`src/design/lin_status_consts.vh`:
```
`ifndef LIN_STATUS_CONSTS_VH
`define LIN_STATUS_CONSTS_VH

// register byte offsets on the AXI4-Lite bus
`define OFS_CONTROL 8'h00
`define OFS_STATUS 8'h04
`define OFS_DATA 8'h08
`define OFS_BREAK_CFG 8'h0C
`define OFS_WAKE_CFG 8'h10
`define OFS_SLEEP_CFG 8'h14
`define OFS_IRQ_MASK 8'h18

// control register fields
`define CTL_ENABLE 0
`define CTL_UART_RX 1
`define CTL_UART_TX 2
`define CTL_SLEEP 3

// status register fields
`define ST_RX_BYTE 12
`define ST_TX_DONE 11
`define ST_BRK_OVER 10
`define ST_EDGE_LIM 9
`define ST_WAKEUP 8
`define ST_SLEEP 7
`define ST_FRAMING 6

// reset values
`define RST_STATUS 16'h0000
`define RST_CONTROL 4'h0
`define RST_BREAK_CFG 16'h03E8
`define RST_WAKE_CFG 16'h0005
`define RST_SLEEP_CFG 16'h0008
`define RST_IRQ_MASK 3'h0

// timing
`define CLK_PERIOD_NS 50
`define LF_PERIOD_NS 31250
`define LF_TICK_CYCLES (`LF_PERIOD_NS / `CLK_PERIOD_NS)
`define SLEEP_UNIT_SHIFT 14
`define BREAK_MAX_BITS 22
`define BREAK_MIN_BITS 11
`define EDGE_LIMIT 57

// AXI responses
`define RESP_OKAY 2'h0
`define RESP_SLVERR 2'h2

`endif

```
`src/design/lin_status_flags_upper.v`:
```
// Operation
// - set rx flag on byte loaded, UART rx
// - set tx flag when buffer shifted out
// - tx flag cleared by buffer write, W1C
// - break over 22 bits sets flag
// - overlength flag cleared only by disable
// - 57 falling edges in frame sets flag
// - edge flag cleared by break detection
// - sleep mode long low then rise: wake
// - wake and sleep flags need software clear
// - bus unchanged past timeout sets sleep
// - bad start or stop bit: framing
// - break under 11 bits at sync: framing
// - framing cleared by W1C or disable
// - disable clears six flags
// - rx and tx flags drive event line
// - error flags drive error line
// - wake and sleep drive power line
// - rx flag cleared by buffer read, W1C
// - status zero after reset
//
// The AXI4-Lite register port and the placing of the registers were decided locally.
`timescale 1ns/1ps
`include "lin_status_consts.vh"

module lin_status_flags_upper #(
  parameter integer LF_TICK = `LF_TICK_CYCLES,
  parameter integer SLEEP_SHIFT = `SLEEP_UNIT_SHIFT
) (
  input wire CLK,
  input wire RST,
  input wire [7:0] AWADDR,
  input wire AWVALID,
  output reg AWREADY,
  input wire [31:0] WDATA,
  input wire [3:0] WSTRB,
  input wire WVALID,
  output reg WREADY,
  output reg [1:0] BRESP,
  output reg BVALID,
  input wire BREADY,
  input wire [7:0] ARADDR,
  input wire ARVALID,
  output reg ARREADY,
  output reg [31:0] RDATA,
  output reg [1:0] RRESP,
  output reg RVALID,
  input wire RREADY,
  input wire LIN_RX,
  input wire RX_BYTE_VALID,
  input wire [7:0] RX_BYTE,
  input wire TX_SHIFT_DONE,
  input wire BREAK_DETECTED,
  input wire SYNC_RECEIVED,
  input wire CHAR_FRAME_FAULT,
  input wire FRAME_ACTIVE,
  output reg [7:0] TX_DATA,
  output reg TX_LOAD,
  output reg EVENT_IRQ_LINE,
  output reg ERROR_IRQ_LINE,
  output reg POWER_IRQ_LINE
);
  reg [3:0] control;
  reg [15:0] break_length_config;
  reg [15:0] wakeup_time_config;
  reg [15:0] sleep_timeout_config;
  reg [2:0] irq_mask;
  reg [7:0] bus_data_buffer;
  reg serial_rx_byte_flag;
  reg serial_tx_done_flag;
  reg break_overlength_flag;
  reg edge_limit_error_flag;
  reg wakeup_flag;
  reg bus_idle_sleep_flag;
  reg framing_error_flag;

  reg have_aw;
  reg have_w;
  reg [7:0] aw_addr;
  reg [31:0] w_data;
  reg [3:0] w_strb;
  reg bus_meta;
  reg bus_sync;
  reg bus_prev;
  reg [23:0] break_len;
  reg [5:0] edge_count;
  reg over_prev;
  reg idle_prev;

  wire enabled = control[`CTL_ENABLE];
  wire [15:0] status = {3'h0, serial_rx_byte_flag, serial_tx_done_flag,
    break_overlength_flag, edge_limit_error_flag, wakeup_flag,
    bus_idle_sleep_flag, framing_error_flag, 6'h00};

  // write is performed once both address and data are held
  wire do_write = have_aw && have_w && !BVALID;
  wire [31:0] byte_mask = {{8{w_strb[3]}}, {8{w_strb[2]}}, {8{w_strb[1]}}, {8{w_strb[0]}}};
  wire [31:0] wbits = w_data & byte_mask;
  wire wr_status = do_write && (aw_addr == `OFS_STATUS);
  wire wr_data = do_write && (aw_addr == `OFS_DATA) && w_strb[0];
  wire do_read = ARVALID && ARREADY;
  wire rd_data = do_read && (ARADDR == `OFS_DATA);
  wire [15:0] w1c = wr_status ? wbits[15:0] : 16'h0000;

  wire addr_ok_w = (aw_addr == `OFS_CONTROL) || (aw_addr == `OFS_STATUS) ||
    (aw_addr == `OFS_DATA) || (aw_addr == `OFS_BREAK_CFG) ||
    (aw_addr == `OFS_WAKE_CFG) || (aw_addr == `OFS_SLEEP_CFG) ||
    (aw_addr == `OFS_IRQ_MASK);

  // bus pin crossing and edge detection
  wire bus_fall = bus_prev && !bus_sync;
  wire bus_rise = !bus_prev && bus_sync;
  wire bus_change = bus_fall || bus_rise;
  wire lf_tick;
  wire [23:0] low_run;
  wire [31:0] idle_run;

  lf_tick_divider #(
    .DIV(LF_TICK)
  ) u_tick (
    .clk(CLK),
    .rst(RST),
    .tick(lf_tick)
  );

  // low duration in system clocks, used to judge break length
  duration_counter #(
    .W(24)
  ) u_low (
    .clk(CLK),
    .rst(RST),
    .clear(bus_change || bus_sync),
    .en(1'b1),
    .count(low_run)
  );

  // unchanged-bus duration in slow-clock ticks, for sleep and wake timing
  duration_counter #(
    .W(32)
  ) u_idle (
    .clk(CLK),
    .rst(RST),
    .clear(bus_change || !enabled),
    .en(lf_tick),
    .count(idle_run)
  );

  wire [23:0] bit_time = {8'h00, break_length_config};
  wire [23:0] max_break = bit_time * 24'd`BREAK_MAX_BITS;
  wire [23:0] min_break = bit_time * 24'd`BREAK_MIN_BITS;
  wire over_now = !bus_sync && (low_run > max_break);
  wire [31:0] sleep_limit = {16'h0000, sleep_timeout_config} << SLEEP_SHIFT;
  wire idle_now = idle_run > sleep_limit;

  // register the crossing points so a flag is raised once per event,
  // not re-raised every cycle after software clears it
  wire set_rx = enabled && control[`CTL_UART_RX] && RX_BYTE_VALID;
  wire set_tx = enabled && control[`CTL_UART_TX] && TX_SHIFT_DONE;
  wire set_over = enabled && over_now && !over_prev;
  wire set_edge = enabled && FRAME_ACTIVE && !BREAK_DETECTED && bus_fall &&
    (edge_count >= 6'd`EDGE_LIMIT - 6'd1);
  wire set_wake = enabled && control[`CTL_SLEEP] && bus_rise &&
    (idle_run > {16'h0000, wakeup_time_config});
  wire set_sleep = enabled && idle_now && !idle_prev;
  wire set_frm = enabled && (CHAR_FRAME_FAULT ||
    (SYNC_RECEIVED && (break_len < min_break)));

  always @(posedge CLK or posedge RST) begin
    if (RST) begin
      bus_meta <= 1'b1;
      bus_sync <= 1'b1;
      bus_prev <= 1'b1;
      break_len <= 24'h000000;
      edge_count <= 6'h00;
      over_prev <= 1'b0;
      idle_prev <= 1'b0;
    end else begin
      bus_meta <= LIN_RX;
      bus_sync <= bus_meta;
      bus_prev <= bus_sync;
      over_prev <= over_now;
      idle_prev <= idle_now;
      // the low run is still held in the cycle of the rising edge
      if (bus_rise && BREAK_DETECTED) begin
        break_len <= low_run;
      end else if (BREAK_DETECTED) begin
        break_len <= low_run + 24'h000001;
      end
      if (BREAK_DETECTED || !enabled || !FRAME_ACTIVE) begin
        edge_count <= 6'h00;
      end else if (bus_fall && (edge_count != 6'h3F)) begin
        edge_count <= edge_count + 6'h01;
      end
    end
  end

  // status flags: a set in the same cycle as a clear always wins
  always @(posedge CLK or posedge RST) begin
    if (RST) begin
      {serial_rx_byte_flag, serial_tx_done_flag, break_overlength_flag} <= 3'h0;
      {edge_limit_error_flag, wakeup_flag, bus_idle_sleep_flag} <= 3'h0;
      framing_error_flag <= 1'b0;
      bus_data_buffer <= 8'h00;
    end else begin
      if (set_rx) begin
        bus_data_buffer <= RX_BYTE;
      end else if (wr_data) begin
        bus_data_buffer <= wbits[7:0];
      end
      if (set_rx) begin
        serial_rx_byte_flag <= 1'b1;
      end else if (rd_data || w1c[`ST_RX_BYTE]) begin
        serial_rx_byte_flag <= 1'b0;
      end
      if (set_tx) begin
        serial_tx_done_flag <= 1'b1;
      end else if (wr_data || w1c[`ST_TX_DONE] || !enabled) begin
        serial_tx_done_flag <= 1'b0;
      end
      if (set_over) begin
        break_overlength_flag <= 1'b1;
      end else if (!enabled) begin
        break_overlength_flag <= 1'b0;
      end
      if (set_edge) begin
        edge_limit_error_flag <= 1'b1;
      end else if (BREAK_DETECTED || !enabled) begin
        edge_limit_error_flag <= 1'b0;
      end
      if (set_wake) begin
        wakeup_flag <= 1'b1;
      end else if (w1c[`ST_WAKEUP] || !enabled) begin
        wakeup_flag <= 1'b0;
      end
      if (set_sleep) begin
        bus_idle_sleep_flag <= 1'b1;
      end else if (w1c[`ST_SLEEP] || !enabled) begin
        bus_idle_sleep_flag <= 1'b0;
      end
      if (set_frm) begin
        framing_error_flag <= 1'b1;
      end else if (w1c[`ST_FRAMING] || !enabled) begin
        framing_error_flag <= 1'b0;
      end
    end
  end

  always @(posedge CLK or posedge RST) begin
    if (RST) begin
      EVENT_IRQ_LINE <= 1'b0;
      ERROR_IRQ_LINE <= 1'b0;
      POWER_IRQ_LINE <= 1'b0;
    end else begin
      EVENT_IRQ_LINE <= irq_mask[0] && (serial_rx_byte_flag || serial_tx_done_flag);
      ERROR_IRQ_LINE <= irq_mask[1] && (break_overlength_flag ||
        edge_limit_error_flag || framing_error_flag);
      POWER_IRQ_LINE <= irq_mask[2] && (wakeup_flag || bus_idle_sleep_flag);
    end
  end

  // AXI4-Lite write channel; address and data taken in either order
  always @(posedge CLK or posedge RST) begin
    if (RST) begin
      AWREADY <= 1'b1;
      WREADY <= 1'b1;
      have_aw <= 1'b0;
      have_w <= 1'b0;
      aw_addr <= 8'h00;
      w_data <= 32'h00000000;
      w_strb <= 4'h0;
      BVALID <= 1'b0;
      BRESP <= `RESP_OKAY;
      control <= `RST_CONTROL;
      break_length_config <= `RST_BREAK_CFG;
      wakeup_time_config <= `RST_WAKE_CFG;
      sleep_timeout_config <= `RST_SLEEP_CFG;
      irq_mask <= `RST_IRQ_MASK;
      TX_DATA <= 8'h00;
      TX_LOAD <= 1'b0;
    end else begin
      TX_LOAD <= 1'b0;
      if (AWVALID && AWREADY) begin
        have_aw <= 1'b1;
        aw_addr <= {AWADDR[7:2], 2'b00};
        AWREADY <= 1'b0;
      end
      if (WVALID && WREADY) begin
        have_w <= 1'b1;
        w_data <= WDATA;
        w_strb <= WSTRB;
        WREADY <= 1'b0;
      end
      if (do_write) begin
        BVALID <= 1'b1;
        BRESP <= addr_ok_w ? `RESP_OKAY : `RESP_SLVERR;
        case (aw_addr)
          `OFS_CONTROL: begin
            if (w_strb[0]) begin
              control <= wbits[3:0];
            end
          end
          `OFS_DATA: begin
            if (w_strb[0]) begin
              TX_DATA <= wbits[7:0];
              TX_LOAD <= 1'b1;
            end
          end
          `OFS_BREAK_CFG: begin
            break_length_config <= (break_length_config & ~byte_mask[15:0]) | wbits[15:0];
          end
          `OFS_WAKE_CFG: begin
            wakeup_time_config <= (wakeup_time_config & ~byte_mask[15:0]) | wbits[15:0];
          end
          `OFS_SLEEP_CFG: begin
            sleep_timeout_config <= (sleep_timeout_config & ~byte_mask[15:0]) | wbits[15:0];
          end
          `OFS_IRQ_MASK: begin
            if (w_strb[0]) begin
              irq_mask <= wbits[2:0];
            end
          end
          default: begin
          end
        endcase
      end
      if (BVALID && BREADY) begin
        BVALID <= 1'b0;
        have_aw <= 1'b0;
        have_w <= 1'b0;
        AWREADY <= 1'b1;
        WREADY <= 1'b1;
      end
    end
  end

  // AXI4-Lite read channel
  always @(posedge CLK or posedge RST) begin
    if (RST) begin
      ARREADY <= 1'b1;
      RVALID <= 1'b0;
      RDATA <= 32'h00000000;
      RRESP <= `RESP_OKAY;
    end else begin
      if (do_read) begin
        ARREADY <= 1'b0;
        RVALID <= 1'b1;
        RRESP <= `RESP_OKAY;
        case ({ARADDR[7:2], 2'b00})
          `OFS_CONTROL: RDATA <= {28'h0000000, control};
          `OFS_STATUS: RDATA <= {16'h0000, status};
          `OFS_DATA: RDATA <= {24'h000000, bus_data_buffer};
          `OFS_BREAK_CFG: RDATA <= {16'h0000, break_length_config};
          `OFS_WAKE_CFG: RDATA <= {16'h0000, wakeup_time_config};
          `OFS_SLEEP_CFG: RDATA <= {16'h0000, sleep_timeout_config};
          `OFS_IRQ_MASK: RDATA <= {29'h00000000, irq_mask};
          default: begin
            RDATA <= 32'h00000000;
            RRESP <= `RESP_SLVERR;
          end
        endcase
      end else if (RVALID && RREADY) begin
        RVALID <= 1'b0;
        ARREADY <= 1'b1;
      end
    end
  end
endmodule

```
`src/design/lf_tick_divider.v`:
```
`timescale 1ns/1ps
`include "lin_status_consts.vh"

module lf_tick_divider #(
  parameter integer DIV = `LF_TICK_CYCLES
) (
  input wire clk,
  input wire rst,
  output reg tick
);
  reg [15:0] count;

  always @(posedge clk or posedge rst) begin
    if (rst) begin
      count <= 16'h0000;
      tick <= 1'b0;
    end else if (count == DIV[15:0] - 16'h0001) begin
      count <= 16'h0000;
      tick <= 1'b1;
    end else begin
      count <= count + 16'h0001;
      tick <= 1'b0;
    end
  end
endmodule

```
`src/design/duration_counter.v`:
```
`timescale 1ns/1ps

module duration_counter #(
  parameter integer W = 24
) (
  input wire clk,
  input wire rst,
  input wire clear,
  input wire en,
  output reg [W-1:0] count
);
  // saturates so a bus stuck for hours never wraps back under a threshold
  always @(posedge clk or posedge rst) begin
    if (rst) begin
      count <= {W{1'b0}};
    end else if (clear) begin
      count <= {W{1'b0}};
    end else if (en && (count != {W{1'b1}})) begin
      count <= count + {{(W-1){1'b0}}, 1'b1};
    end
  end
endmodule

```
`config.mk`:
```
export PLATFORM = sky130hd
export DESIGN_NAME = lin_status_flags_upper
export DESIGN_NICKNAME = d
export VERILOG_FILES = /design/src/design/lin_status_flags_upper.v /design/src/design/lf_tick_divider.v /design/src/design/duration_counter.v
export VERILOG_INCLUDE_DIRS = /design/src /design/src/design
export SDC_FILE = /design/constraint.sdc
export NUM_CORES = 1
export LEC_CHECK = 0
export ABC_CLOCK_PERIOD_IN_PS = 7700
export BUFFER_PORTS_ARGS = -buffer_cell sky130_fd_sc_hd__buf_2
export CAP_MARGIN = 20
export CELL_PAD_IN_SITES_DETAIL_PLACEMENT = 1
export CELL_PAD_IN_SITES_GLOBAL_PLACEMENT = 2
export CORE_MARGIN = 1.5
export CORE_UTILIZATION = 39
export CTS_CLUSTER_SIZE = 28
export DETAILED_ROUTE_END_ITERATION = 8
export GPL_TIMING_DRIVEN = 0
export PLACE_DENSITY_LB_ADDON = 0.1
export SLEW_MARGIN = 20
export SYNTH_ARGS = -nofsm -noshare
export SYNTH_HDL_FRONTEND = slang
export SYNTH_SLANG_ARGS = --single-unit
```
`constraint.sdc`:
```
create_clock -name CLK -period 7.7 [get_ports CLK]
set_clock_uncertainty 0.05 [all_clocks]
set_input_delay 0.385 -clock CLK [delete_from_list [all_inputs] [get_ports CLK]]
set_output_delay 0.385 -clock CLK [all_outputs]
set_load 0.03 [all_outputs]
```
# After elaboration in Yosys (flattened, before gate mapping)
# Cells that the tools add are included.
[word_totals]
ff_bits = 257
input_bits = 74
output_inout_bits = 53
word_cells = 217
[op_classes]
add_sub_neg = 4
mul = 2
magnitude_cmp = 5
n_eq_ne = 18
muxes = 47
n_bitwise = 8
n_reduce_logical = 91
[op_table]
columns = ["operator", "n"]
rows = [
  ["16-bit one-hot mux with 7 select lines", 1],
  ["24-bit 2-to-1 mux", 4],
  ["16-bit bitwise AND", 4],
  ["32-bit 2-to-1 mux", 2],
  ["16-bit bitwise OR", 3],
  ["16-bit by 4-bit multiplier with 20-bit output (second input constant)", 2],
  ["1-bit logical AND", 37],
  ["6-bit by 3-bit equality test with 1-bit output (second input constant)", 6],
  ["32-bit by 1-bit adder with 32-bit output (second input constant)", 1],
  ["32-bit by 16-bit > comparator with 1-bit output", 1],
  ["32-bit by 30-bit > comparator with 1-bit output", 1],
  ["1-bit 2-to-1 mux", 32],
  ["32-bit != test (second input constant)", 1],
  ["2-bit nonzero test", 15],
  ["24-bit by 1-bit adder with 24-bit output (second input constant)", 1],
  ["6-bit by 2-bit equality test with 1-bit output (second input constant)", 4],
  ["24-bit by 21-bit > comparator with 1-bit output", 1],
  ["24-bit by 20-bit < comparator with 1-bit output", 1],
  ["24-bit != test (second input constant)", 1],
  ["1-bit logical OR", 22],
  ["16-bit by 1-bit adder with 16-bit output (second input constant)", 1],
  ["16-bit by 10-bit equality test with 1-bit output (second input constant)", 1],
  ["16-bit 2-to-1 mux", 1],
  ["8-bit 2-to-1 mux", 2],
  ["other kinds (16)", 30],
]

# Logic depth before layout (Yosys ltp)
# Gate-level depths: netlist of the first run.
[logic_depth]
word_depth = 8
mapped_depth = 20
mapped_depth_nobuf = 20

# Modules after synthesis
# From an unflattened synthesis of the first run, not the netlist that was laid out.
[unflattened]
cells_unflattened = 1503
area_unflattened_um2 = 14467.6
[by_module_without_submodules]
columns = ["mod", "instances", "cells_each", "area_per_inst_um2", "seq_area_each_um2"]
rows = [
  ["lin_status_flags_upper", 1, 1107, 10617.7, 4172.8],
  ["duration_counter (u_idle)", 1, 186, 1740.4, 800.8],
  ["duration_counter (u_low)", 1, 140, 1307.5, 600.6],
  ["lf_tick_divider", 1, 70, 802.0, 425.4],
]

# Worst setup path before layout of the first run
# No wires, ideal clock.
[synth_path]
kind = "register -> register"
startpoint = "register (tool-made name)"
endpoint = "register framing_error_flag"
setup_ns = 0.088
arrival_ns = 4.352
required_time_ns = 7.562
slack_ns = 3.209
path_stages_with_launch = 20
path_buffers = 0
synth_period_minus_slack_ns = 4.491
cell_sequence = "dfstp_2 ha_1 fa_1 ha_1 nor2b_1 o21a_1 o21a_1 o2111ai_1 nand2_1 a21o_1 a21oi_1 xor2_1 ha_1 o211ai_1 nor2_1 a221o_1 o311ai_1 nand3_1 maj3_1 a41oi_1"
[synth_lines]
columns = ["item", "line_no", "text"]
rows = [
  ["end signal, assigned", "lin_status_flags_upper.v:202", "framing_error_flag <= 1'b0;"],
  ["end signal, assigned", "lin_status_flags_upper.v:241", "framing_error_flag <= 1'b1;"],
  ["end signal, assigned", "lin_status_flags_upper.v:243", "framing_error_flag <= 1'b0;"],
  ["end, declared", "lin_status_flags_upper.v:75", "reg framing_error_flag;"],
]

==> results of run 1 <==
==> Yosys cell counts, types with 3 or more instances <==
library cell	number	area, um2
nand4_1	15	93.8
o211ai_1	9	67.6
or3_1	16	100
dfrtp_1	224	5610
ha_1	113	1410
a22o_1	6	52.6
fa_1	13	260
buf_1	3	11.3
and3_1	16	100
nand2_1	141	529
or2_2	5	31.3
nor3b_1	3	22.5
nand3_1	40	200
dfstp_2	15	394
nand4b_1	3	26.3
or4_1	4	30.0
and4_1	8	70.1
nor2_1	109	409
nor4_1	14	87.6
a21boi_0	4	30.0
inv_1	117	439
a222oi_1	15	150
a21oi_1	78	390
buf_4	18	135
nand3b_1	3	22.5
nand2b_1	7	43.8
xnor2_1	53	464
nor3_1	33	165
xor2_1	45	394
mux2i_1	12	120
a31oi_1	4	25.0
clkbuf_1	39	146
a211oi_1	4	30.0
mux2_2	49	552
a21o_1	28	210
nor4b_1	3	26.3
nor2b_1	11	68.8
o21a_1	14	105
o21ai_0	102	510
and2_1	8	50.1
==> power by group <==
group          switching (W)  internal, W
Clock               0.000581     0.000920
Sequential          0.000244      0.00146
Combinational       0.000863     0.000627
==> cells by family after synthesis <==
logic type	synth area share
simple gates	0.155
compound gates	0.132
flops	0.427
buf+inv	0.0550
fa+ha+maj	0.120
xor+xnor	0.0627
mux	0.0479
other cells	0.000267
==> critical path, cell delays in order (launching register included) <==
cell and delay [ns]:
dfstp_2 0.60, ha_1 0.27, fa_1 0.46, ha_1 0.36, nor2b_1 0.15, o21a_1 0.17
o21a_1 0.21, o2111ai_1 0.33, a21oi_1 0.16, or3_1 0.47, a31oi_1 0.23, xor2_1 0.37
ha_1 0.33, o21a_1 0.13, o311ai_1 0.08, nand3_1 0.14, maj3_1 0.38, a41oi_1 0.20
==> what timing repair did <==
| action | 4_1_cts | 5_1_grt |
|---|---|---|
| setup buffers | 0 | 0 |
| resized for setup | 0 | 0 |
| hold buffers | 39 | 0 |
| endpoints found under the hold margin | 108 | 0 |
==> how the worst max path moves through the flow <==
| stage | start | endpoint | slack, ns | cells after the start |
|---|---|---|---|---|
| finish | flop | framing_error_flag$_DFFE_PP0P_ | 2.52 | 17 |
| global route | flop | break_overlength_flag$_DFFE_PP0P_ | 2.19 | 17 |
| CTS | flop | break_overlength_flag$_DFFE_PP0P_ | 2.38 | 17 |
| detailed placement | flop | break_overlength_flag$_DFFE_PP0P_ | 2.44 | 17 |
| global placement | RST | edge_count[4]$_DFFE_PP0P_ | -2.57 | 2 |
| floorplan | RST | BRESP[1]$_DFFE_PP0P_ | 0.73 | 1 |
==> metrics by stage <==
stage	hold WS (ns)	setup TNS (ns)
3_3_place_gp	0.300	-569.11
5_1_grt	0.0312	0
4_1_cts	0.0279	0
6_report	0.0458	0
2_1_floorplan	0.295	0
3_5_place_dp	0.302	0
==> layout make-up <==
type	count	area share
Antenna cell	1	0.000150
Timing Repair Buffer	129	0.0532
Buffer	65	0.0200
Sequential cell	239	0.361
Clock inverter	16	0.0138
Multi-Input combinational cell	1046	0.441
Clock buffer	38	0.0493
Tap cell	461	0.0347
Inverter	117	0.0269
==> routing by layer <==
metal  global-route usage  vias up
li1                     -     5383
met1                0.304     5624
met2                0.386      178
met3               0.0384       73
met4               0.0736        0
met5                    0        -
==> flow_summary.html, run 1 <==
<table>
<tr><th>Metric</th><th>Value</th></tr>
<tr><th colspan="2">Run status</th></tr>
<tr><td>Outcome</td><td>completed</td></tr>
<tr><th colspan="2">Min path</th></tr>
<tr><td>Min-delay src</td><td>WDATA[8]</td></tr>
<tr><td>Min-Delay Path Depth</td><td>2</td></tr>
<tr><td>Class of the most critical hold timing path</td><td>in -&gt; reg</td></tr>
<tr><td>Worst hold endpoint</td><td>w_data[8]$_DFFE_PP0P_</td></tr>
<tr><th colspan="2">Floorplan</th></tr>
<tr><td>Row count</td><td>69</td></tr>
<tr><td>Die ar.</td><td>0.0371 mm2</td></tr>
<tr><td>Starting Density</td><td>0.396</td></tr>
<tr><td>Core Footprint</td><td>0.0355 mm2</td></tr>
<tr><td>Die outline width</td><td>193 um</td></tr>
<tr><td>DIE HEIGHT</td><td>193 um</td></tr>
<tr><td>Number of top-level design ports</td><td>127</td></tr>
<tr><th colspan="2">Routing</th></tr>
<tr><td>Post-route DRC violation count</td><td>0</td></tr>
<tr><td>Post-detailed-route count of antenna-violating nets</td><td>0</td></tr>
<tr><td>Via count normalized by instance count</td><td>5.33</td></tr>
<tr><td>Top Layer Used</td><td>met4</td></tr>
<tr><td>Wire length on met1</td><td>19000 um</td></tr>
<tr><td>Initial drt markers</td><td>431</td></tr>
<tr><td>Total Routed Length</td><td>41700 um</td></tr>
<tr><td>Vias after detailed routing</td><td>11258</td></tr>
<tr><td>Met3 wire length</td><td>1550 um</td></tr>
<tr><td>Pre-Repair DR Iteration Count</td><td>5</td></tr>
<tr><td>Average wire per cell in the routed design</td><td>19.7 um</td></tr>
<tr><td>Met2 wire length</td><td>19800 um</td></tr>
<tr><th colspan="2">CTS</th></tr>
<tr><td>H-tree depth reported by CTS</td><td>1</td></tr>
<tr><td>Worst-Skew Late Latency</td><td>0.58 ns</td></tr>
<tr><td>Buffer cell driving the clock tree root</td><td>clkbuf_16</td></tr>
<tr><td>Sinks on the clock net</td><td>239</td></tr>
<tr><td>Maximum buffer depth of the clock tree</td><td>3</td></tr>
<tr><td>Clock edge transition at the registers on the reported setup and hold paths</td><td>0.06 ns</td></tr>
<tr><td>Num CTS Buffers</td><td>29</td></tr>
<tr><td>CTS tree</td><td>done</td></tr>
<tr><th colspan="2">Power</th></tr>
<tr><td>Power density normalized to cell area</td><td>282 mW/mm2</td></tr>
<tr><td>Leakage</td><td>7.65 nW</td></tr>
<tr><td>IR Drop Worst-Case VDD</td><td>0.000195 V</td></tr>
<tr><td>Final Power</td><td>0.00470 W</td></tr>
<tr><th colspan="2">Logic synthesis</th></tr>
<tr><td>Mapped cell area</td><td>0.0140 mm2</td></tr>
<tr><td>EDFF count, synth</td><td>0</td></tr>
<tr><td>Post-Syn Instances</td><td>1450</td></tr>
<tr><td>Register area share after synthesis</td><td>0.427</td></tr>
<tr><td>Netlist cell types</td><td>78</td></tr>
<tr><td>Dominant register cell in the synthesized netlist</td><td>dfrtp_1</td></tr>
<tr><td>Async set or reset register ratio after synthesis</td><td>1.00</td></tr>
<tr><td>Warnings, synthesis</td><td>0</td></tr>
<tr><td>Synth Area per Inst</td><td>9.68 um2</td></tr>
<tr><td>Number of flip-flops and latches in the synthesized netlist</td><td>239</td></tr>
<tr><th colspan="2">Worst setup path</th></tr>
<tr><td>Crit Path Max Fanout</td><td>5</td></tr>
<tr><td>R2R setup slack</td><td>2.52 ns</td></tr>
<tr><td>Setup crit start kind</td><td>flop</td></tr>
<tr><td>R2r endpoint</td><td>framing_error_flag$_DFFE_PP0P_</td></tr>
<tr><td>R2R depth</td><td>17</td></tr>
<tr><td>Data arrival time of the critical path</td><td>5.62 ns</td></tr>
<tr><td>Type of element capturing the critical path</td><td>flop</td></tr>
<tr><td>Startpoint-to-endpoint class of the critical path</td><td>reg -&gt; reg</td></tr>
<tr><td>Worst Path Required</td><td>8.14 ns</td></tr>
<tr><th colspan="2">STA</th></tr>
<tr><td>Pins Over Slew Limit</td><td>0</td></tr>
<tr><td>Final setup margin</td><td>2.52 ns</td></tr>
<tr><td>Setup violators final</td><td>0</td></tr>
<tr><td>Maximum operating frequency</td><td>193 MHz</td></tr>
<tr><td>Unrepaired setup endpoints after global routing</td><td>false</td></tr>
<tr><td>Slew @ Worst Pin</td><td>0.985 ns</td></tr>
<tr><td>Post-route fraction of the period consumed by the critical path</td><td>0.673</td></tr>
<tr><td>Worst rel slew slack</td><td>0.338</td></tr>
<tr><td>Final critical-path required period</td><td>5.18 ns</td></tr>
<tr><td>Fin. Hold Viols</td><td>0</td></tr>
<tr><th colspan="2">Layout</th></tr>
<tr><td>Footprint of the flip-flops and latches</td><td>0.00600 mm2</td></tr>
<tr><td>Number of nets in the finished design</td><td>1827</td></tr>
<tr><td>Final instance count without filler cells</td><td>2112</td></tr>
<tr><td>Area grow syn2layout</td><td>18.5%</td></tr>
<tr><td>Final Cell Area</td><td>0.0166 mm2</td></tr>
<tr><td>Most common library cell in the layout ignoring fill and taps</td><td>dfrtp_1</td></tr>
<tr><td>Commonest cells after routing, fill and taps aside</td><td>dfrtp_1 (224), nand2_1 (141), inv_1 (116)</td></tr>
<tr><td>Area taken by multi-input logic gates</td><td>0.00734 mm2</td></tr>
<tr><td>Share of cells above drive strength 1</td><td>0.152</td></tr>
<tr><td>Share of the core filled with cells in the final layout</td><td>0.469</td></tr>
<tr><td>Final-layout fill cell count</td><td>4061</td></tr>
<tr><th colspan="2">Job</th></tr>
<tr><td>MaxCap Viol Count</td><td>0</td></tr>
<tr><th colspan="2">Global route</th></tr>
<tr><td>Number of global-route vias before repair</td><td>11773</td></tr>
<tr><td>Maximum number of pins on one net before global-route repair</td><td>84</td></tr>
<tr><td>Global-route wire length before repair</td><td>65900 um</td></tr>
<tr><td>All-layer global routing usage</td><td>0.231</td></tr>
<tr><td>Total overflow reported by the global router</td><td>0</td></tr>
<tr><td>Antenna violations before repair</td><td>0</td></tr>
<tr><th colspan="2">Placement</th></tr>
<tr><td>Cell area after placement</td><td>0.0152 mm2</td></tr>
<tr><td>DP Worst Slack</td><td>2.44 ns</td></tr>
<tr><td>Placed cells</td><td>2018</td></tr>
<tr><td>Final HPWL from detailed placement</td><td>31600 um</td></tr>
<tr><td>Gp weighted congestion</td><td>0.815</td></tr>
<tr><td>IO Port Bufs</td><td>88</td></tr>
</table>
Power figures use the tool's default switching activity.
==> run 2, diff against run 1 <==
Settings changed: ABC_AREA set to 1, ABC_CLOCK_PERIOD_IN_PS 7700 to 5200, CORE_UTILIZATION 39 to 36.
Clock period 7.7 ns to 5.2 ns, I/O delays scaled along.
==> run 2 against run 1 <==
Against the previous run: die area grew 10%; sequential power grew 42%; highest routed layer unchanged; largest cell class unchanged; flip-flop and latch count is the same; critical path depth grew 7; non-clock buffer count grew 1; synthesized cell count grew 22%; global-route usage grew 0.33 points; setup slack lost 2.0 ns; hold slack lost 0.014 ns; power grew 48%; final cell count grew 18%.
==> flow_summary.html, run 2 <==
<table>
<tr><th>Metric</th><th>Value</th></tr>
<tr><th colspan="2">Run status</th></tr>
<tr><td>Outcome</td><td>completed</td></tr>
<tr><th colspan="2">Floorplan</th></tr>
<tr><td>Number of top-level design ports</td><td>127 (unchanged)</td></tr>
<tr><td>Die outline width</td><td>202 um (+5.1%)</td></tr>
<tr><td>Die ar.</td><td>0.0410 mm2 (+10%)</td></tr>
<tr><td>Starting Density</td><td>0.368 (-0.0276)</td></tr>
<tr><td>Core Footprint</td><td>0.0389 mm2 (+9.7%)</td></tr>
<tr><td>Row count</td><td>72 (+4.3%)</td></tr>
<tr><td>DIE HEIGHT</td><td>202 um (+5.1%)</td></tr>
<tr><th colspan="2">Worst setup path</th></tr>
<tr><td>Family with the most delay on the worst path</td><td>adder cells</td></tr>
<tr><td>List of cells traversed by the critical path</td><td>ha_1 -&gt; inv_1 -&gt; fa_1 -&gt; inv_1 -&gt; ha_1 -&gt; a21o_1 -&gt; a31oi_1 -&gt; o21bai_1 -&gt; nand2_1 -&gt; a21oi_1 -&gt; a31oi_2 -&gt; o21ai_2 -&gt; nand2_1 -&gt; nand3b_1 -&gt; nand2_1 -&gt; ha_1 -&gt; nand3_1 -&gt; nand2_1 -&gt; inv_1 -&gt; nand2_1 -&gt; a21oi_1 -&gt; nand3_1 -&gt; nand4_1 -&gt; o21ai_0</td></tr>
<tr><td>Number of buffers and inverters on the critical path</td><td>3 (+3)</td></tr>
<tr><td>Biggest cell delay along the critical path</td><td>0.49 ns (-0.11 ns)</td></tr>
<tr><td>Data arrival time of the critical path</td><td>5.10 ns (-0.52 ns)</td></tr>
<tr><td>Crit-path most repeated cell</td><td>nand2_1</td></tr>
<tr><td>Worst Path Required</td><td>5.59 ns (-2.55 ns)</td></tr>
<tr><td>Type of element capturing the critical path</td><td>flop</td></tr>
<tr><td>Startpoint-to-endpoint class of the critical path</td><td>reg -&gt; reg</td></tr>
<tr><td>Setup crit start kind</td><td>flop</td></tr>
<tr><td>Crit Path Max Fanout</td><td>5 (unchanged)</td></tr>
<tr><td>Crit-path slowest cell</td><td>dfrtp_1</td></tr>
<tr><th colspan="2">STA</th></tr>
<tr><td>Fin. Hold Viols</td><td>0 (unchanged)</td></tr>
<tr><td>Maximum operating frequency</td><td>212 MHz (+10%)</td></tr>
<tr><td>Sum of negative setup slack</td><td>0 ns (unchanged)</td></tr>
<tr><td>Setup violators final</td><td>0 (unchanged)</td></tr>
<tr><td>Post-route worst hold slack</td><td>0.0315 ns (-0.0143 ns)</td></tr>
<tr><td>Pins Over Slew Limit</td><td>0 (unchanged)</td></tr>
<tr><td>Post-route fraction of the period consumed by the critical path</td><td>0.906 (+0.233)</td></tr>
<tr><td>Unrepaired setup endpoints after global routing</td><td>false</td></tr>
<tr><td>Worst rel slew slack</td><td>0.449 (+0.110)</td></tr>
<tr><td>Slew @ Worst Pin</td><td>0.824 ns (-0.161 ns)</td></tr>
<tr><td>Final critical-path required period</td><td>4.71 ns (-0.472 ns)</td></tr>
<tr><th colspan="2">Routing</th></tr>
<tr><td>Average wire per cell in the routed design</td><td>18.6 um (-5.7%)</td></tr>
<tr><td>Via count normalized by instance count</td><td>5.08 (-4.6%)</td></tr>
<tr><td>Initial drt markers</td><td>670 (+55%)</td></tr>
<tr><td>Total Routed Length</td><td>46400 um (+11%)</td></tr>
<tr><td>Post-detailed-route count of antenna-violating nets</td><td>0 (unchanged)</td></tr>
<tr><td>Vias after detailed routing</td><td>12674 (+13%)</td></tr>
<tr><td>Pre-Repair DR Iteration Count</td><td>5 (unchanged)</td></tr>
<tr><td>Post-route DRC violation count</td><td>0 (unchanged)</td></tr>
<tr><th colspan="2">Logic synthesis</th></tr>
<tr><td>Async set or reset register ratio after synthesis</td><td>1.00 (unchanged)</td></tr>
<tr><td>EDFF count, synth</td><td>0 (unchanged)</td></tr>
<tr><td>Synth top cells by count</td><td>nand2_1 (391), inv_1 (272), dfrtp_1 (224)</td></tr>
<tr><td>Register area share after synthesis</td><td>0.419 (-0.00847)</td></tr>
<tr><td>Warnings, synthesis</td><td>0 (unchanged)</td></tr>
<tr><td>Top cell type's share of synthesized area</td><td>0.391 (-0.00792)</td></tr>
<tr><td>Dominant register cell in the synthesized netlist</td><td>dfrtp_1</td></tr>
<tr><td>Most frequent cell after synthesis</td><td>nand2_1</td></tr>
<tr><td>Top cell type by total area after synthesis</td><td>dfrtp_1</td></tr>
<tr><td>Synth Area per Inst</td><td>8.13 um2 (-16%)</td></tr>
<tr><td>Number of flip-flops and latches in the synthesized netlist</td><td>239 (unchanged)</td></tr>
<tr><td>Mapped cell area</td><td>0.0143 mm2 (+2.0%)</td></tr>
<tr><td>Netlist cell types</td><td>58 (-26%)</td></tr>
<tr><td>Post-Syn Instances</td><td>1762 (+22%)</td></tr>
<tr><td>Largest cells by area after synthesis</td><td>dfrtp_1 (39%), nand2_1 (10%), ha_1 (9.9%), inv_1 (7.1%), o21ai_0 (5.6%)</td></tr>
<tr><th colspan="2">Layout</th></tr>
<tr><td>Commonest cells after routing, fill and taps aside</td><td>nand2_1 (391), inv_1 (271), dfrtp_1 (224)</td></tr>
<tr><td>Most common library cell in the layout ignoring fill and taps</td><td>nand2_1</td></tr>
<tr><td>Share of cells above drive strength 1</td><td>0.109 (-0.0421)</td></tr>
<tr><td>Final instance count without filler cells</td><td>2493 (+18%)</td></tr>
<tr><td>Number of nets in the finished design</td><td>2151 (+18%)</td></tr>
<tr><td>Final-layout fill cell count</td><td>4759 (+17%)</td></tr>
<tr><td>Area taken by multi-input logic gates</td><td>0.00707 mm2 (-3.7%)</td></tr>
<tr><td>Area grow syn2layout</td><td>19.2%</td></tr>
<tr><td>Footprint of the flip-flops and latches</td><td>0.00600 mm2 (unchanged)</td></tr>
<tr><td>Final Cell Area</td><td>0.0171 mm2 (+2.6%)</td></tr>
<tr><td>Inserted Diodes</td><td>0 (-1)</td></tr>
<tr><th colspan="2">CTS</th></tr>
<tr><td>Buffer cell driving the clock tree root</td><td>clkbuf_16</td></tr>
<tr><td>Num CTS Buffers</td><td>30 (+3.4%)</td></tr>
<tr><td>H-tree depth reported by CTS</td><td>1 (unchanged)</td></tr>
<tr><td>Worst-Skew Late Latency</td><td>0.57 ns (about the same)</td></tr>
<tr><td>Sinks on the clock net</td><td>239 (unchanged)</td></tr>
<tr><td>Maximum buffer depth of the clock tree</td><td>3 (unchanged)</td></tr>
<tr><td>Clock edge transition at the registers on the reported setup and hold paths</td><td>0.06 ns (about the same)</td></tr>
<tr><td>CTS tree</td><td>done</td></tr>
<tr><th colspan="2">Global route</th></tr>
<tr><td>Maximum number of pins on one net before global-route repair</td><td>34 (-60%)</td></tr>
<tr><td>Global-route wire length before repair</td><td>75300 um (+14%)</td></tr>
<tr><td>Global routing usage on met2</td><td>0.372 (-0.0143)</td></tr>
<tr><td>Met1 usage in global routing</td><td>0.343 (+0.0387)</td></tr>
<tr><td>Number of global-route vias before repair</td><td>13258 (+13%)</td></tr>
<tr><td>Most congested layer reported by global routing</td><td>met2</td></tr>
<tr><td>Total overflow reported by the global router</td><td>0 (unchanged)</td></tr>
<tr><td>All-layer global routing usage</td><td>0.234 (+0.00334)</td></tr>
<tr><td>Antenna violations before repair</td><td>0 (unchanged)</td></tr>
<tr><td>Met3 usage</td><td>0.0260 (-0.0124)</td></tr>
<tr><th colspan="2">Power</th></tr>
<tr><td>IR Drop Worst-Case VDD</td><td>0.000288 V (+47%)</td></tr>
<tr><td>Final Power</td><td>0.00697 W (+48%)</td></tr>
<tr><td>Power density normalized to cell area</td><td>408 mW/mm2 (+45%)</td></tr>
<tr><td>Leakage</td><td>8.38 nW (+9.6%)</td></tr>
<tr><th colspan="2">Placement</th></tr>
<tr><td>IO Port Bufs</td><td>88 (unchanged)</td></tr>
<tr><td>Final HPWL from detailed placement</td><td>36300 um (+15%)</td></tr>
<tr><td>Placed cells</td><td>2393 (+19%)</td></tr>
<tr><td>Gp weighted congestion</td><td>0.844 (+3.5%)</td></tr>
<tr><td>Cell area after placement</td><td>0.0156 mm2 (+2.9%)</td></tr>
<tr><th colspan="2">Job</th></tr>
<tr><td>MaxCap Viol Count</td><td>0 (unchanged)</td></tr>
<tr><th colspan="2">Min path</th></tr>
<tr><td>Class of the most critical hold timing path</td><td>in -&gt; reg</td></tr>
</table>
## run 2: cell count changes after synthesis, moves of 23 or more
cell / change
a21o_1: -23
inv_1: +155
mux2_2: -49
nand2_1: +250
o21ai_0: +58
xnor2_1: -41
## run 2: layout make-up
| type | count | area share |
|---|---|---|
| inverters | 280 | 0.0618 |
| repair buffers | 140 | 0.0610 |
| clock buffers | 41 | 0.0488 |
| well taps | 518 | 0.0380 |
| multi-input cells | 1205 | 0.414 |
| clock inverters | 15 | 0.00828 |
| flip-flops and latches | 239 | 0.351 |
| plain buffers | 55 | 0.0168 |
## run 2: per-stage QoR
step / utilization / worst slack (ns)
after floorplan: - / 1.33
after global placement: 0.398 / -0.00916
after detailed placement: 0.402 / 0.362
after CTS: 0.438 / 0.333
after global routing: 0.439 / 0.0486
final: 0.439 / 0.489
## run 2: metal layers
layer / wire length (um) / up-vias
li1: - / 6122
met1: 23000 / 6288
met2: 20600 / 210
met3: 1820 / 54
met4: 923 / 0
met5: 0 / -
## run 2: what timing repair did
item                                   in CTS  in global routing
hold buffers                               44                  0
setup endpoints to repair                   0                  1
setup buffers                               0                  0
endpoints found under the hold margin     107                  0
resized for setup                           0                  4
## run 2: where the power goes
part	switching (W)	internal [W]	total (W)	leakage, nW
combinational	0.00167	0.000802	0.00247	4.77
sequential	0.000216	0.00220	0.00242	3.14
clock	0.000866	0.00122	0.00209	0.467
## run 2: kinds of logic (layout without fill, tap and decap cells)
logic type	count (synthesis)	count (layout)	share of synthesized area
AOI/OAI and AO/OA	334	334	0.133
xor gates and xnor gates	47	47	0.0287
and+or+nand+nor	680	680	0.209
adders and majority gates	126	126	0.117
DFF	239	239	0.419
buffers and inverters	335	531	0.0934
other	1	18	0.000262
## run 2: final timing paths
check / from / end / slack, ns / depth (start not counted)
setup reg to reg: flop / break_overlength_flag$_DFFE_PP0P_ / 0.49 / 24
min in group asynchronous: RST / u_tick.count[11]$_DFF_PP0_ / 0.22 / 3
hold reg to reg: bus_meta$_DFF_PP1_ / bus_sync$_DFF_PP1_ / 0.31 / 0
hold / removal: FRAME_ACTIVE / edge_count[4]$_DFFE_PP0P_ / 0.03 / 3
max in group asynchronous: RST / ARREADY$_DFFE_PP1P_ / 3.79 / 6
setup / recovery: flop / break_overlength_flag$_DFFE_PP0P_ / 0.49 / 24
## run 2: worst min-delay path: cells and delay by family
family | cells | cell delay [ns]
buf+inv | 1 | 0.10
simple gates | 2 | 0.24
